==> src/pkg/rdi_pkg.sv <==
// package for the receive data interface: register map, reset values, modes, state types
package rdi_pkg;

   // register byte offsets on the bus
   localparam logic [7:0] RDI_OFS_CTRL      = 8'h00;
   localparam logic [7:0] RDI_OFS_POLARITY  = 8'h04;
   localparam logic [7:0] RDI_OFS_BIT_PER   = 8'h08;
   localparam logic [7:0] RDI_OFS_CHIP_PER  = 8'h0C;
   localparam logic [7:0] RDI_OFS_WINDOW    = 8'h10;
   localparam logic [7:0] RDI_OFS_CMD       = 8'h14;
   localparam logic [7:0] RDI_OFS_STATUS    = 8'h18;
   localparam logic [7:0] RDI_OFS_RX_DATA   = 8'h1C;

   // field positions
   localparam int RDI_CTRL_EXT_POS    = 3;
   localparam int RDI_CTRL_CHSTR_POS  = 4;
   localparam int RDI_POL_BIT_POS     = 0;
   localparam int RDI_POL_CHIP_POS    = 1;
   localparam int RDI_POL_INT_POS     = 2;
   localparam int RDI_CMD_TIMEOUT_POS = 0;
   localparam int RDI_CMD_EOM_POS     = 1;

   // values after reset
   localparam logic [15:0] RDI_RST_BIT_PER  = 16'h0100;
   localparam logic [15:0] RDI_RST_CHIP_PER = 16'h0080;
   localparam logic [7:0]  RDI_RST_SIGNAL_STRENGTH_LEVEL_LO  = 8'h00;
   localparam logic [7:0]  RDI_RST_SIGNAL_STRENGTH_LEVEL_HI  = 8'hFF;

   // receive word capacity and the count at which the word is full
   localparam int          RDI_RX_BITS = 24;
   localparam logic [4:0]  RDI_RX_FULL = 5'h18;

   // strobe delay as a right shift of the period: period/16 and period/8
   localparam int RDI_BIT_DLY_SHIFT  = 4;
   localparam int RDI_CHIP_DLY_SHIFT = 3;

   // the five receive modes
   typedef enum logic [2:0] {
      packet_buffered_mode            = 3'h0,
      packet_transparent_payload_mode = 3'h1,
      transparent_chip_strobe_mode    = 3'h2,
      transparent_filter_mode         = 3'h3,
      transparent_slicer_mode         = 3'h4
   } rdi_mode_t;

   // polling state, one-hot
   typedef enum logic [1:0] {
      poll_self = 2'b01,
      poll_run  = 2'b10
   } rdi_poll_t;

   // strobe generator state
   typedef struct packed {
      logic [16:0] cnt;
      logic        busy;
      logic        out;
   } rdi_strobe_st_t;

   // main block state
   typedef struct packed {
      rdi_mode_t   mode;
      logic        ext_proc;
      logic        chip_str_en;
      logic        bit_inv;
      logic        chip_inv;
      logic        int_high;
      logic [15:0] bit_period;
      logic [15:0] chip_period;
      logic [7:0]  signal_strength_level_lo;
      logic [7:0]  signal_strength_level_hi;
      rdi_poll_t   poll;
      logic        wake_pend;
      logic        data_pend;
      logic [23:0] rx_word;
      logic [4:0]  rx_count;
      logic        rx_ovf;
      logic [31:0] hrdata;
      logic        wr_pend;
      logic [7:0]  wr_addr;
      logic [3:0]  sync1;
      logic [3:0]  sync2;
      logic        chip_clk_d;
      logic        chip_q;
      logic        bit_q;
      logic        filt_q;
      logic        slice_q;
      logic        timeout_pulse;
      logic        msg_end_pulse;
   } rdi_state_t;

endpackage : rdi_pkg

==> src/rtl/rdi_receive_data_if.sv <==
// receive data interface: mode select, pin data and strobes, buffer word, external processing
`timescale 1ns/1ps
module rdi_receive_data_if
   import rdi_pkg::*;
(
   input  wire logic        clk_sys,
   input  wire logic        reset_n,
   // register bus
   input  wire logic        hsel,
   input  wire logic [31:0] haddr,
   input  wire logic [1:0]  htrans,
   input  wire logic        hwrite,
   input  wire logic [2:0]  hsize,
   input  wire logic [31:0] hwdata,
   input  wire logic        hready,
   output logic             hreadyout,
   output logic             hresp,
   output logic [31:0]      hrdata,
   // demodulator pins, outside this clock domain
   input  wire logic        chip_clk_in,
   input  wire logic        chip_data_in,
   input  wire logic        filter_sign_in,
   input  wire logic        slicer_in,
   // digital receiver, same clock
   input  wire logic        rx_active,
   input  wire logic        payload_phase,
   input  wire logic        decoded_bit,
   input  wire logic        decoded_bit_valid,
   input  wire logic [7:0]  signal_strength_level,
   input  wire logic        wake_check,
   input  wire logic        data_available,
   input  wire logic        fsync_irq_in,
   input  wire logic        mid_irq_in,
   input  wire logic        eom_irq_in,
   // pins towards the controller
   output logic             decoded_bit_out,
   output logic             decoded_bit_strobe,
   output logic             chip_stream_out,
   output logic             chip_clock_estimate,
   output logic             filter_out,
   output logic             slicer_out,
   output logic             interrupt_out_n,
   // towards the framer and polling scheduler
   output logic             framer_path_open,
   output logic             fsync_irq_out,
   output logic             mid_irq_out,
   output logic             eom_irq_out,
   output logic             timeout_counter_enable,
   output logic             data_wakeup_enable,
   output logic             run_mode_self_poll,
   output logic             external_timeout_command,
   output logic             external_message_end_command
);

   rdi_state_t st;
   rdi_state_t next_st;
   logic       addr_ok;
   logic       rd_req;
   logic       wr_do;
   logic       in_win;
   logic       bit_take;
   logic       rx_clear;
   logic       stat_clear;
   logic       cmd_to;
   logic       cmd_eom;
   logic       chip_rise;
   logic       bit_start;
   logic       chip_start;
   logic       bit_str_raw;
   logic       chip_str_raw;
   logic [4:0] base_cnt;

   // the bus always answers in zero wait states with OKAY
   assign hreadyout = 1'b1;
   assign hresp     = 1'b0;
   assign hrdata    = st.hrdata;

   // strobe generators for payload bits and chips
   rdi_strobe_gen #(.DLY_SHIFT(RDI_BIT_DLY_SHIFT)) u_bit_strobe (
      .clk_sys (clk_sys),
      .reset_n (reset_n),
      .start   (bit_start),
      .period  (st.bit_period),
      .strobe  (bit_str_raw)
   );

   rdi_strobe_gen #(.DLY_SHIFT(RDI_CHIP_DLY_SHIFT)) u_chip_strobe (
      .clk_sys (clk_sys),
      .reset_n (reset_n),
      .start   (chip_start),
      .period  (st.chip_period),
      .strobe  (chip_str_raw)
   );

   // decode of bus phases and block events
   always_comb begin
      addr_ok    = hsel && htrans[1] && hready;
      rd_req     = addr_ok && !hwrite;
      wr_do      = st.wr_pend;
      in_win     = (signal_strength_level >= st.signal_strength_level_lo)
                && (signal_strength_level <= st.signal_strength_level_hi);
      rx_clear   = rd_req && (haddr[7:0] == RDI_OFS_RX_DATA);
      stat_clear = rd_req && (haddr[7:0] == RDI_OFS_STATUS);
      cmd_to     = wr_do && (st.wr_addr == RDI_OFS_CMD) && hwdata[RDI_CMD_TIMEOUT_POS];
      cmd_eom    = wr_do && (st.wr_addr == RDI_OFS_CMD) && hwdata[RDI_CMD_EOM_POS];
      // only payload bits reach the word, headers and wake-up frames never do
      bit_take   = decoded_bit_valid && payload_phase && rx_active
                && ((st.mode == packet_buffered_mode)
                 || (st.mode == packet_transparent_payload_mode));
      chip_rise  = st.sync2[0] && !st.chip_clk_d;
      bit_start  = bit_take && (st.mode == packet_transparent_payload_mode);
      chip_start = chip_rise && st.chip_str_en && rx_active
                && (st.mode == transparent_chip_strobe_mode);
      base_cnt   = rx_clear ? 5'h00 : st.rx_count;
   end

   // next state of the whole block
   always_comb begin
      next_st = st;
      next_st.timeout_pulse = 1'b0;
      next_st.msg_end_pulse = 1'b0;
      // two flip-flops on every demodulator pin; stage one feeds stage two only
      next_st.sync1 = {slicer_in, filter_sign_in, chip_data_in, chip_clk_in};
      next_st.sync2 = st.sync1;
      next_st.chip_clk_d = st.sync2[0];
      // pin data held low while the receiver rests
      if (!rx_active) begin
         next_st.chip_q  = 1'b0;
         next_st.bit_q   = 1'b0;
         next_st.filt_q  = 1'b0;
         next_st.slice_q = 1'b0;
      end else begin
         if (chip_rise) next_st.chip_q = st.sync2[1];
         if (bit_start) next_st.bit_q = decoded_bit;
         next_st.filt_q  = st.sync2[2];
         next_st.slice_q = st.sync2[3];
      end
      // buffer word: a bit arriving with the clearing read lands at position zero
      if (rx_clear) begin
         next_st.rx_word  = '0;
         next_st.rx_count = 5'h00;
         next_st.rx_ovf   = 1'b0;
      end
      if (bit_take) begin
         if (base_cnt < RDI_RX_FULL) begin
            next_st.rx_word[base_cnt] = decoded_bit;
            next_st.rx_count = base_cnt + 5'h01;
         end else begin
            next_st.rx_ovf = 1'b1;
         end
      end
      // pending flags: reading status clears, a new event in that cycle still wins
      if (stat_clear) begin
         next_st.wake_pend = 1'b0;
         next_st.data_pend = 1'b0;
      end
      // polling states under external processing
      case (st.poll)
         poll_self: begin
            if (st.ext_proc && wake_check && in_win) begin
               next_st.poll      = poll_run;
               next_st.wake_pend = 1'b1;
            end
         end
         poll_run: begin
            if (data_available && in_win) next_st.data_pend = 1'b1;
            if (cmd_to) begin
               next_st.poll          = poll_self;
               next_st.timeout_pulse = 1'b1;
            end else if (cmd_eom) begin
               next_st.poll          = poll_self;
               next_st.msg_end_pulse = 1'b1;
            end
         end
         default: next_st.poll = poll_self;
      endcase
      // read data is prepared in the address phase so it stands in the data phase
      if (rd_req) begin
         case (haddr[7:0])
            RDI_OFS_CTRL:     next_st.hrdata = {27'h0, st.chip_str_en, st.ext_proc, st.mode};
            RDI_OFS_POLARITY: next_st.hrdata = {29'h0, st.int_high, st.chip_inv, st.bit_inv};
            RDI_OFS_BIT_PER:  next_st.hrdata = {16'h0, st.bit_period};
            RDI_OFS_CHIP_PER: next_st.hrdata = {16'h0, st.chip_period};
            RDI_OFS_WINDOW:   next_st.hrdata = {16'h0, st.signal_strength_level_hi, st.signal_strength_level_lo};
            RDI_OFS_STATUS:   next_st.hrdata = {28'h0, st.poll, st.data_pend, st.wake_pend};
            RDI_OFS_RX_DATA:  next_st.hrdata = {st.rx_ovf, 2'b00, st.rx_count,
                                                st.rx_word};
            default:          next_st.hrdata = 32'h0;
         endcase
      end
      // write address captured now, data applied in the next cycle
      next_st.wr_pend = addr_ok && hwrite;
      if (addr_ok && hwrite) next_st.wr_addr = haddr[7:0];
      if (wr_do) begin
         case (st.wr_addr)
            RDI_OFS_CTRL: begin
               // unknown mode codes fall back to the buffered mode
               if (hwdata[2:0] <= 3'h4) next_st.mode = rdi_mode_t'(hwdata[2:0]);
               else                     next_st.mode = packet_buffered_mode;
               next_st.ext_proc    = hwdata[RDI_CTRL_EXT_POS];
               next_st.chip_str_en = hwdata[RDI_CTRL_CHSTR_POS];
            end
            RDI_OFS_POLARITY: begin
               next_st.bit_inv  = hwdata[RDI_POL_BIT_POS];
               next_st.chip_inv = hwdata[RDI_POL_CHIP_POS];
               next_st.int_high = hwdata[RDI_POL_INT_POS];
            end
            RDI_OFS_BIT_PER:  next_st.bit_period  = hwdata[15:0];
            RDI_OFS_CHIP_PER: next_st.chip_period = hwdata[15:0];
            RDI_OFS_WINDOW: begin
               next_st.signal_strength_level_lo = hwdata[7:0];
               next_st.signal_strength_level_hi = hwdata[15:8];
            end
            default: ;
         endcase
      end
   end

   always_ff @(posedge clk_sys or negedge reset_n) begin
      if (!reset_n) begin
         st             <= '0;
         st.mode        <= packet_buffered_mode;
         st.poll        <= poll_self;
         st.bit_period  <= RDI_RST_BIT_PER;
         st.chip_period <= RDI_RST_CHIP_PER;
         st.signal_strength_level_lo     <= RDI_RST_SIGNAL_STRENGTH_LEVEL_LO;
         st.signal_strength_level_hi     <= RDI_RST_SIGNAL_STRENGTH_LEVEL_HI;
      end else begin
         st <= next_st;
      end
   end

   // pins: outputs of modes not selected sit at their inactive level
   always_comb begin
      decoded_bit_out     = (st.mode == packet_transparent_payload_mode) && st.bit_q;
      decoded_bit_strobe  = ((st.mode == packet_transparent_payload_mode) && bit_str_raw)
                          ^ st.bit_inv;
      chip_stream_out     = (st.mode == transparent_chip_strobe_mode) && st.chip_q;
      chip_clock_estimate = ((st.mode == transparent_chip_strobe_mode) && chip_str_raw)
                          ^ st.chip_inv;
      filter_out          = (st.mode == transparent_filter_mode) && st.filt_q;
      slicer_out          = (st.mode == transparent_slicer_mode) && st.slice_q;
      // one level for both wake-up and data; default active low
      interrupt_out_n     = (st.wake_pend || st.data_pend) ~^ st.int_high;
   end

   // external processing opens the framer path and silences frame events
   always_comb begin
      framer_path_open            = st.ext_proc;
      fsync_irq_out               = fsync_irq_in && !st.ext_proc;
      mid_irq_out                 = mid_irq_in && !st.ext_proc;
      eom_irq_out                 = eom_irq_in && !st.ext_proc;
      timeout_counter_enable      = !st.ext_proc;
      data_wakeup_enable          = !st.ext_proc;
      run_mode_self_poll          = (st.poll == poll_run);
      external_timeout_command    = st.timeout_pulse;
      external_message_end_command = st.msg_end_pulse;
   end
endmodule : rdi_receive_data_if

==> src/rtl/rdi_strobe_gen.sv <==
// strobe pulse generator: delay and width derived from a programmable period
`timescale 1ns/1ps
module rdi_strobe_gen
   import rdi_pkg::*;
#(
   parameter int DLY_SHIFT = 4
) (
   input  wire logic        clk_sys,
   input  wire logic        reset_n,
   input  wire logic        start,
   input  wire logic [15:0] period,
   output logic             strobe
);

   rdi_strobe_st_t st;
   rdi_strobe_st_t next_st;
   logic [16:0]    dly;
   logic [16:0]    wid;
   logic [16:0]    stop;

   // a zero period would give no pulse at all, so both phases keep one cycle
   always_comb begin
      dly  = {1'b0, period >> DLY_SHIFT};
      wid  = {2'b00, period[15:1]};
      if (dly == 17'h00000) dly = 17'h00001;
      if (wid == 17'h00000) wid = 17'h00001;
      stop = dly + wid;
      next_st = st;
      if (start) begin
         next_st.cnt  = 17'h00000;
         next_st.busy = 1'b1;
         next_st.out  = 1'b0;
      end else if (st.busy) begin
         next_st.cnt  = st.cnt + 17'h00001;
         next_st.out  = (next_st.cnt >= dly) && (next_st.cnt < stop);
         next_st.busy = next_st.cnt < stop;
      end
   end

   always_ff @(posedge clk_sys or negedge reset_n) begin
      if (!reset_n) st <= '0;
      else          st <= next_st;
   end

   assign strobe = st.out;

endmodule : rdi_strobe_gen

==> config.mk <==
export PLATFORM = sky130hd
export DESIGN_NAME = rdi_receive_data_if
export DESIGN_NICKNAME = d
export VERILOG_FILES = /design/src/pkg/rdi_pkg.sv /design/src/rtl/rdi_receive_data_if.sv /design/src/rtl/rdi_strobe_gen.sv
export SDC_FILE = /design/constraint.sdc
export NUM_CORES = 1
export LEC_CHECK = 0
export ABC_AREA = 0
export BUFFER_PORTS_ARGS = -buffer_cell sky130_fd_sc_hd__buf_2
export CORE_MARGIN = 3
export CORE_UTILIZATION = 30
export CTS_BUF_LIST = sky130_fd_sc_hd__clkbuf_16
export DETAILED_ROUTE_END_ITERATION = 7
export MAX_ROUTING_LAYER = met4
export SLEW_MARGIN = 20
export SYNTH_ARGS = -nofsm -noshare
export SYNTH_HDL_FRONTEND = slang
export SYNTH_SLANG_ARGS = --single-unit
==> constraint.sdc <==
create_clock -name clk_sys -period 4.6 [get_ports clk_sys]
set_input_delay 0.92 -clock clk_sys [delete_from_list [all_inputs] [get_ports clk_sys]]
set_output_delay 0.92 -clock clk_sys [all_outputs]
set_load 0.02 [all_outputs]
==> impl_metrics.py, run 1 <==
metrics = {
    "logic_synthesis": {
        "synth_cell_types": 80,
        "yosysWarnings": 0,
        "synth_edf_count": 0,
        "avgSynthCellArea_sq_um": 9.31,
        "yosysSeqAreaShare_pct": 38.1,
        "syn_area_sq_mm": 0.0120,
        "synthCells": 1289,
        "ys_ff_latch": 182,
        "async_flop_share_pct": 100,
        "ys.flop_type": "dfrtp_1",
    },
    "min_path": {
        "worstHoldStart": "next_st[7]",
        "hold_end": "next_st[6]",
        "hold_path_class": "reg -> reg",
        "whs_path_depth": 0,
    },
    "job": {
        "drv_cap": 0,
    },
    "clock_network": {
        "cts_buffers": 17,
        "clockRootBuffer": "clkbuf_16",
        "insertion_delay_ns": 0.45,
        "htree_num_levels": 4,
        "clk_pin_slew_ns": 0.07,
        "cts_tree": "built",
        "cts_buffer_depth": 2,
        "clkSinkCount": 182,
    },
    "critical_path": {
        "cp_num_buf_inv": 1,
        "reg2reg_slack_ns": 0.32,
        "path_delay_family": "compound AO/OA/AOI/OAI gates",
        "crit_path_max_fanout": 5,
        "slowest_stage": "dfstp_2",
        "reg2reg_to": "u_chip_strobe.strobe",
        "setup.worst_path.start_class": "flip-flop",
        "cp.arrival_ns": 4.61,
        "path_cells": "inv_1 > nand4_1 > nor4_1 > nand4_1 > nand2b_1 > ha_1 > fa_1 > a21oi_1 > o211ai_1 > a41oi_1 > xor2_1 > ha_1 > and4_1 > a2111oi_2 > nand2_1 > a21oi_1 > o211ai_1 > a221oi_1",
        "r2r-start": "st[113]",
        "cp_slowest_stage_delay_ns": 0.59,
        "critPathCaptureType": "flip-flop",
        "cp.required_ns": 4.94,
        "r2r_cells": 18,
        "criticalPathCategory": "reg -> reg",
    },
    "route": {
        "wl_per_cell_um": 18.0,
        "dr.pass1.iters": 6,
        "drt_iter0_drc": 630,
        "via_per_inst": 5.10,
        "vias": 9298,
        "antenna_left": 0,
        "detail_route.wirelength_mm": 32.8,
        "drc_errors": 0,
    },
    "final_layout": {
        "final_cell_mix": "dfrtp_1 (171), nand2_1 (125), ha_1 (102)",
        "final_common_cell": "dfrtp_1",
        "nets": 1492,
        "antenna_cells": 0,
        "drive_gt1_share_pct": 16.9,
        "area_growth_pct": 9.90,
    },
    "global_routing": {
        "grt_max_degree": 92,
        "track_usage_pct": 16.1,
        "grt_pass1_wl_mm": 51.4,
        "grt_pass1_vias": 9111,
        "antenna_found_initial": 1,
        "overflow": 0,
    },
    "power": {
        "power.leakage_nw": 6.42,
        "vdd_drop_max_mv": 0.268,
        "powerDensity_mw_per_mm2": 377,
    },
    "place": {
        "dp_slack_ns": 0.229,
        "io_buffers": 96,
        "dp_hpwl_mm": 25.5,
        "gp_congestion": 0.890,
    },
    "sta": {
        "clock.fmax_mhz": 234,
        "fin_setup_tns_ns": 0,
        "hold_violations": 0,
        "worst_clock_skew_ns": 0.0121,
        "setup-violations-final": 0,
        "holdWs_ns": 0.349,
        "drv_slew": 0,
        "post-route-min-period_ns": 4.28,
        "fin_ws_ns": 0.323,
        "timing.final.crit_share_pct": 93.0,
        "max-slew-margin-rel_pct": 36.1,
        "rsz0062_at_grt": "no",
        "tightest_slew_ns": 0.955,
    },
    "floorplanning": {
        "dieArea_sq_mm": 0.0424,
        "core_sq_mm": 0.0391,
        "start_util_pct": 30.7,
        "die_y_um": 206,
        "pin_count": 145,
        "rows": 72,
        "die_x_um": 206,
    },
    "outcome": {
        "outcome": "finished clean",
    },
}
[synth_stat cells, types with 13 or more instances]
cell / count / area (sq um)
a21oi_1: 64 / 320
xnor2_1: 38 / 333
a22o_1: 16 / 140
buf_4: 40 / 300
a21o_1: 28 / 210
nand2_1: 125 / 469
mux2i_1: 22 / 220
dfrtp_1: 171 / 4280
xor2_1: 46 / 403
nand2b_1: 13 / 81.3
nor2_1: 83 / 312
mux2_2: 39 / 439
nor3_1: 17 / 85.1
nand3_1: 36 / 180
nand4_1: 24 / 150
o21ai_0: 72 / 360
inv_1: 64 / 240
ha_1: 102 / 1280
clkbuf_1: 74 / 278
nor2b_1: 16 / 100
[where the power goes]
part / leakage [nW] / internal, mW / switching, mW / total (mW)
registers: 2.31 / 1.78 / 0.250 / 2.03
logic: 3.84 / 0.644 / 0.879 / 1.52
clock network: 0.273 / 0.748 / 0.675 / 1.42
total: 6.42 / 3.17 / 1.80 / 4.98
[what timing repair did]
item / in CTS / in global routing
resized for setup: 0 / 3
setup buffers: 0 / 0
hold endpoints to repair: 0 / 0
hold buffers: 0 / 0
setup endpoints to repair: 0 / 2
[layer usage]
metal	vias up	track usage, %	wire length (um)
met1	4569	20.7	14800
met5	-	-	0
met3	38	2.66	1300
met2	208	25.8	15800
li1	4483	-	-
met4	0	5.53	930
[final cells by class]
cell class                 count  area [sq um]
fill                        4104         25900
clock inverter                15           130
inverter                      64           240
sequential                   182          4570
timing repair buffer         114           637
clock buffer                  17           425
tap                          518           648
multi-input combinational    914          6540
[through the flow]
step / std cells / power [mW] / utilization [%] / area, sq um
floorplan: 1291 / 3.14 / - / 12000
global route: 1824 / 5.34 / 33.7 / 13200
detailed placement: 1792 / 3.58 / 32.3 / 12600
CTS: 1824 / 5.02 / 33.7 / 13200
global placement: 1792 / 3.52 / 32.3 / 12600
finish: 1824 / 4.98 / 33.7 / 13200
[state kept, by name, indices dropped and copies added, names as in the netlist]
signal and cells:
u_bit_strobe.strobe 1, wr_do 1, next_st 5, u_chip_strobe.st 18, u_bit_strobe.st 18, st 105, external_message_end_command 1, u_chip_strobe.strobe 1
hrdata 30, external_timeout_command 1, framer_path_open 1
[worst max path at each step]
stage,startpoint,endpoint,slack (ns),cells past startpoint
after floorplan,st[113],u_chip_strobe.strobe,0.76,18
after global placement,st[113],u_chip_strobe.strobe,0.27,18
after detailed placement,st[113],u_chip_strobe.strobe,0.23,18
after CTS,st[113],u_chip_strobe.strobe,0.21,18
after global routing,st[113],u_chip_strobe.strobe,0.04,18
final,st[113],u_chip_strobe.strobe,0.32,18
[kinds of logic after synthesis]
| logic type | count (synthesis) | share of synthesized area, % |
|---|---|---|
| other | 2 | 0.0626 |
| muxes | 62 | 5.68 |
| AOI/OAI and AO/OA | 261 | 14.1 |
| adders and majority gates | 104 | 11.0 |
| buffers and inverters | 195 | 7.73 |
| xor gates and xnor gates | 84 | 6.13 |
| DFF | 182 | 38.1 |
| and+or+nand+nor | 399 | 17.3 |
Power figures use the tool's default switching activity.
==> inputs of run 2 (changes only) <==
--- a/config.mk
+++ b/config.mk
@@ -7,11 +7,13 @@
 export LEC_CHECK = 0
 export ABC_AREA = 0
 export BUFFER_PORTS_ARGS = -buffer_cell sky130_fd_sc_hd__buf_2
+export CORE_ASPECT_RATIO = 0.5
 export CORE_MARGIN = 3
 export CORE_UTILIZATION = 30
 export CTS_BUF_LIST = sky130_fd_sc_hd__clkbuf_16
 export DETAILED_ROUTE_END_ITERATION = 7
 export MAX_ROUTING_LAYER = met4
+export RECOVER_POWER = 25
 export SLEW_MARGIN = 20
 export SYNTH_ARGS = -nofsm -noshare
 export SYNTH_HDL_FRONTEND = slang
==> run 2 against run 1 <==
  * The run now ends with max-capacitance violations, max-slew violations left
  * Clock power about the same
  * Final area up 0.31%
  * First-iteration DRC count fell by 4.4%
  * Total power fell by 1.2%
  * Global-route usage decreased by 1.0 points
  * Non-clock buffer count is 4 higher
  * Maximum frequency shrank 0.28%
  * Worst hold slack improved by 0.0025 ns
  * Sequential power about the same
  * Sequential share of layout area is 0.11 points lower
  * Largest power group unchanged
==> impl_metrics.py, run 2 (synthesis results as in run 1) <==
metrics = {
    "final_layout": {
        "layout.cells.non_filler": 1842,
        "fill_cells": 4088,
        "drive_gt1_share_pct": 17.2,
        "largest_reg_flops": 105,
        "area_growth_pct": 10.2,
        "final_common_cell": "dfrtp_1",
        "top_register": "st",
        "nets": 1496,
        "final_cell_mix": "dfrtp_1 (171), nand2_1 (125), ha_1 (102)",
    },
    "sta": {
        "tightest_slew_ns": 2.63,
        "worst_clock_skew_ns": 0.0138,
        "hold_violations": 0,
        "setup-violations-final": 0,
        "drv_slew": 101,
        "post-route-min-period_ns": 4.29,
        "max-slew-margin-rel_pct": -75.4,
        "fin_setup_tns_ns": 0,
        "timing.final.crit_share_pct": 93.2,
        "clock.fmax_mhz": 233,
    },
    "critical_path": {
        "setup.worst_path.start_class": "flip-flop",
        "criticalPathCategory": "reg -> reg",
        "cp.required_ns": 4.94,
        "crit_path_max_fanout": 5,
        "cp.arrival_ns": 4.63,
        "critPathCaptureType": "flip-flop",
    },
    "global_routing": {
        "antenna_found_initial": 2,
        "track_usage_pct": 15.1,
        "grt_pass1_vias": 9039,
        "overflow": 0,
        "grt_pass1_wl_mm": 49.1,
        "grt_max_degree": 102,
    },
    "power": {
        "p_sw_share_pct": 35.5,
        "p_int_mw": 3.17,
        "vdd_drop_max_mv": 0.239,
        "combPwrFrac_pct": 30.2,
        "powerDensity_mw_per_mm2": 372,
        "seq_power_share_pct": 41.1,
        "power.leakage_nw": 6.42,
        "p_switching_mw": 1.75,
        "clkPwrFrac_pct": 28.7,
    },
    "route": {
        "antenna_left": 0,
        "drc_errors": 0,
        "drt_iter0_drc": 602,
        "vias": 9013,
        "detail_route.wirelength_mm": 30.3,
        "dr.pass1.iters": 5,
        "via_per_inst": 4.89,
        "wl_per_cell_um": 16.4,
    },
    "clock_network": {
        "clockRootBuffer": "clkbuf_16",
        "insertion_delay_ns": 0.45,
        "postCtsSetupRepairBufs": 0,
        "clk_pin_slew_ns": 0.07,
        "cts_buffers": 17,
        "cts_buffer_depth": 2,
        "clkSinkCount": 182,
        "htree_num_levels": 4,
        "cts_tree": "built",
    },
    "place": {
        "dp_hpwl_mm": 23.3,
        "gp_congestion": 0.867,
        "io_buffers": 96,
        "dp.cells": 1808,
    },
    "min_path": {
        "hold_path_class": "reg -> reg",
    },
    "floorplanning": {
        "die_y_um": 147,
        "core_sq_mm": 0.0392,
        "pin_count": 145,
        "rows": 51,
        "die_x_um": 289,
        "dieArea_sq_mm": 0.0426,
        "start_util_pct": 30.6,
    },
    "job": {
        "drv_cap": 1,
    },
    "outcome": {
        "violations": "max-capacitance violations, max-slew violations",
        "outcome": "finished with violations",
    },
}
[run 2: changes by cell type in the layout (fill, tap and decap cells not counted), moves of 2 or more]
cell        previous run  this run
buf_2                 95        93
buf_4                 17        21
clkbuf_1               0         2
clkinv_4               5         2
clkinvlp_4             1         4
diode_2                0         2
inv_6                  2         4
[run 2: what timing repair did]
item,4_1_cts,5_1_grt
hold buffers,0,0
gates resized for setup,0,5
endpoints found under the setup margin,0,3
[run 2: power groups by stage]
stage / sequential (mW) / combinational [mW] / clock (mW)
floorplan: 1.95 / 1.19 / 0
global placement: 2.04 / 1.46 / 0
detailed placement: 2.05 / 1.48 / 0
CTS: 2.02 / 1.50 / 1.44
global route: 2.05 / 1.72 / 1.52
finish: 2.02 / 1.49 / 1.41
[run 2: stage by stage]
| step | instance area [sq um] | worst slack (ns) | util (%) | hold WS, ns | total power, mW |
|---|---|---|---|---|---|
| floorplan | 12000 | 0.762 | - | 0.331 | 3.14 |
| global placement | 12700 | 0.248 | 32.3 | 0.335 | 3.51 |
| CTS | 13200 | 0.195 | 33.7 | 0.354 | 4.96 |
| finish | 13200 | 0.311 | 33.8 | 0.352 | 4.92 |
| detailed placement | 12700 | 0.188 | 32.3 | 0.339 | 3.53 |
| global route | 13200 | -0.0130 | 33.8 | 0.361 | 5.29 |
[run 2: critical path: stages (launching register included)]
cell       delay (ns)
dfstp_2          0.58
inv_1            0.09
nand4_1          0.11
nor4_2           0.06
nand4_1          0.12
nand2b_1         0.10
ha_1             0.23
fa_1             0.43
a21oi_2          0.21
o211ai_1         0.20
a41oi_1          0.25
xor2_1           0.20
ha_1             0.28
and4_1           0.21
a2111oi_2        0.34
buf_4            0.17
nand2_1          0.05
a21oi_1          0.12
o211ai_1         0.13
a221oi_1         0.29
[run 2: area by class of cell]
class | instances | area, sq um | area share [%]
multi-input cells | 914 | 6550 | 49.5
flip-flops and latches | 182 | 4570 | 34.5
well taps | 530 | 663 | 5.01
repair buffers | 118 | 656 | 4.96
clock buffers | 17 | 425 | 3.22
inverters | 64 | 240 | 1.82
clock inverters | 15 | 129 | 0.974
diodes | 2 | 5.00 | 0.0378
[run 2: final timing paths]
kind / from / slack (ns) / cells past startpoint / to
worst max-delay path: st[113] / 0.31 / 19 / u_chip_strobe.strobe
worst min-delay path: next_st[7] / 0.35 / 0 / next_st[6]
worst max register to register: st[113] / 0.31 / 19 / u_chip_strobe.strobe
worst min register to register: next_st[7] / 0.35 / 0 / next_st[6]
max in group asynchronous: reset_n / 1.76 / 1 / st[72]
min in group asynchronous: reset_n / 1.24 / 1 / st[21]
[run 2: per-layer routing]
metal / part of all wire, % / vias to the layer above / track usage [%]
met5: 0 / - / -
met4: 2.5 / 0 / 4.85
met3: 3.4 / 37 / 3.04
met2: 47 / 143 / 24.0
met1: 47 / 4336 / 19.3
li1: - / 4497 / -
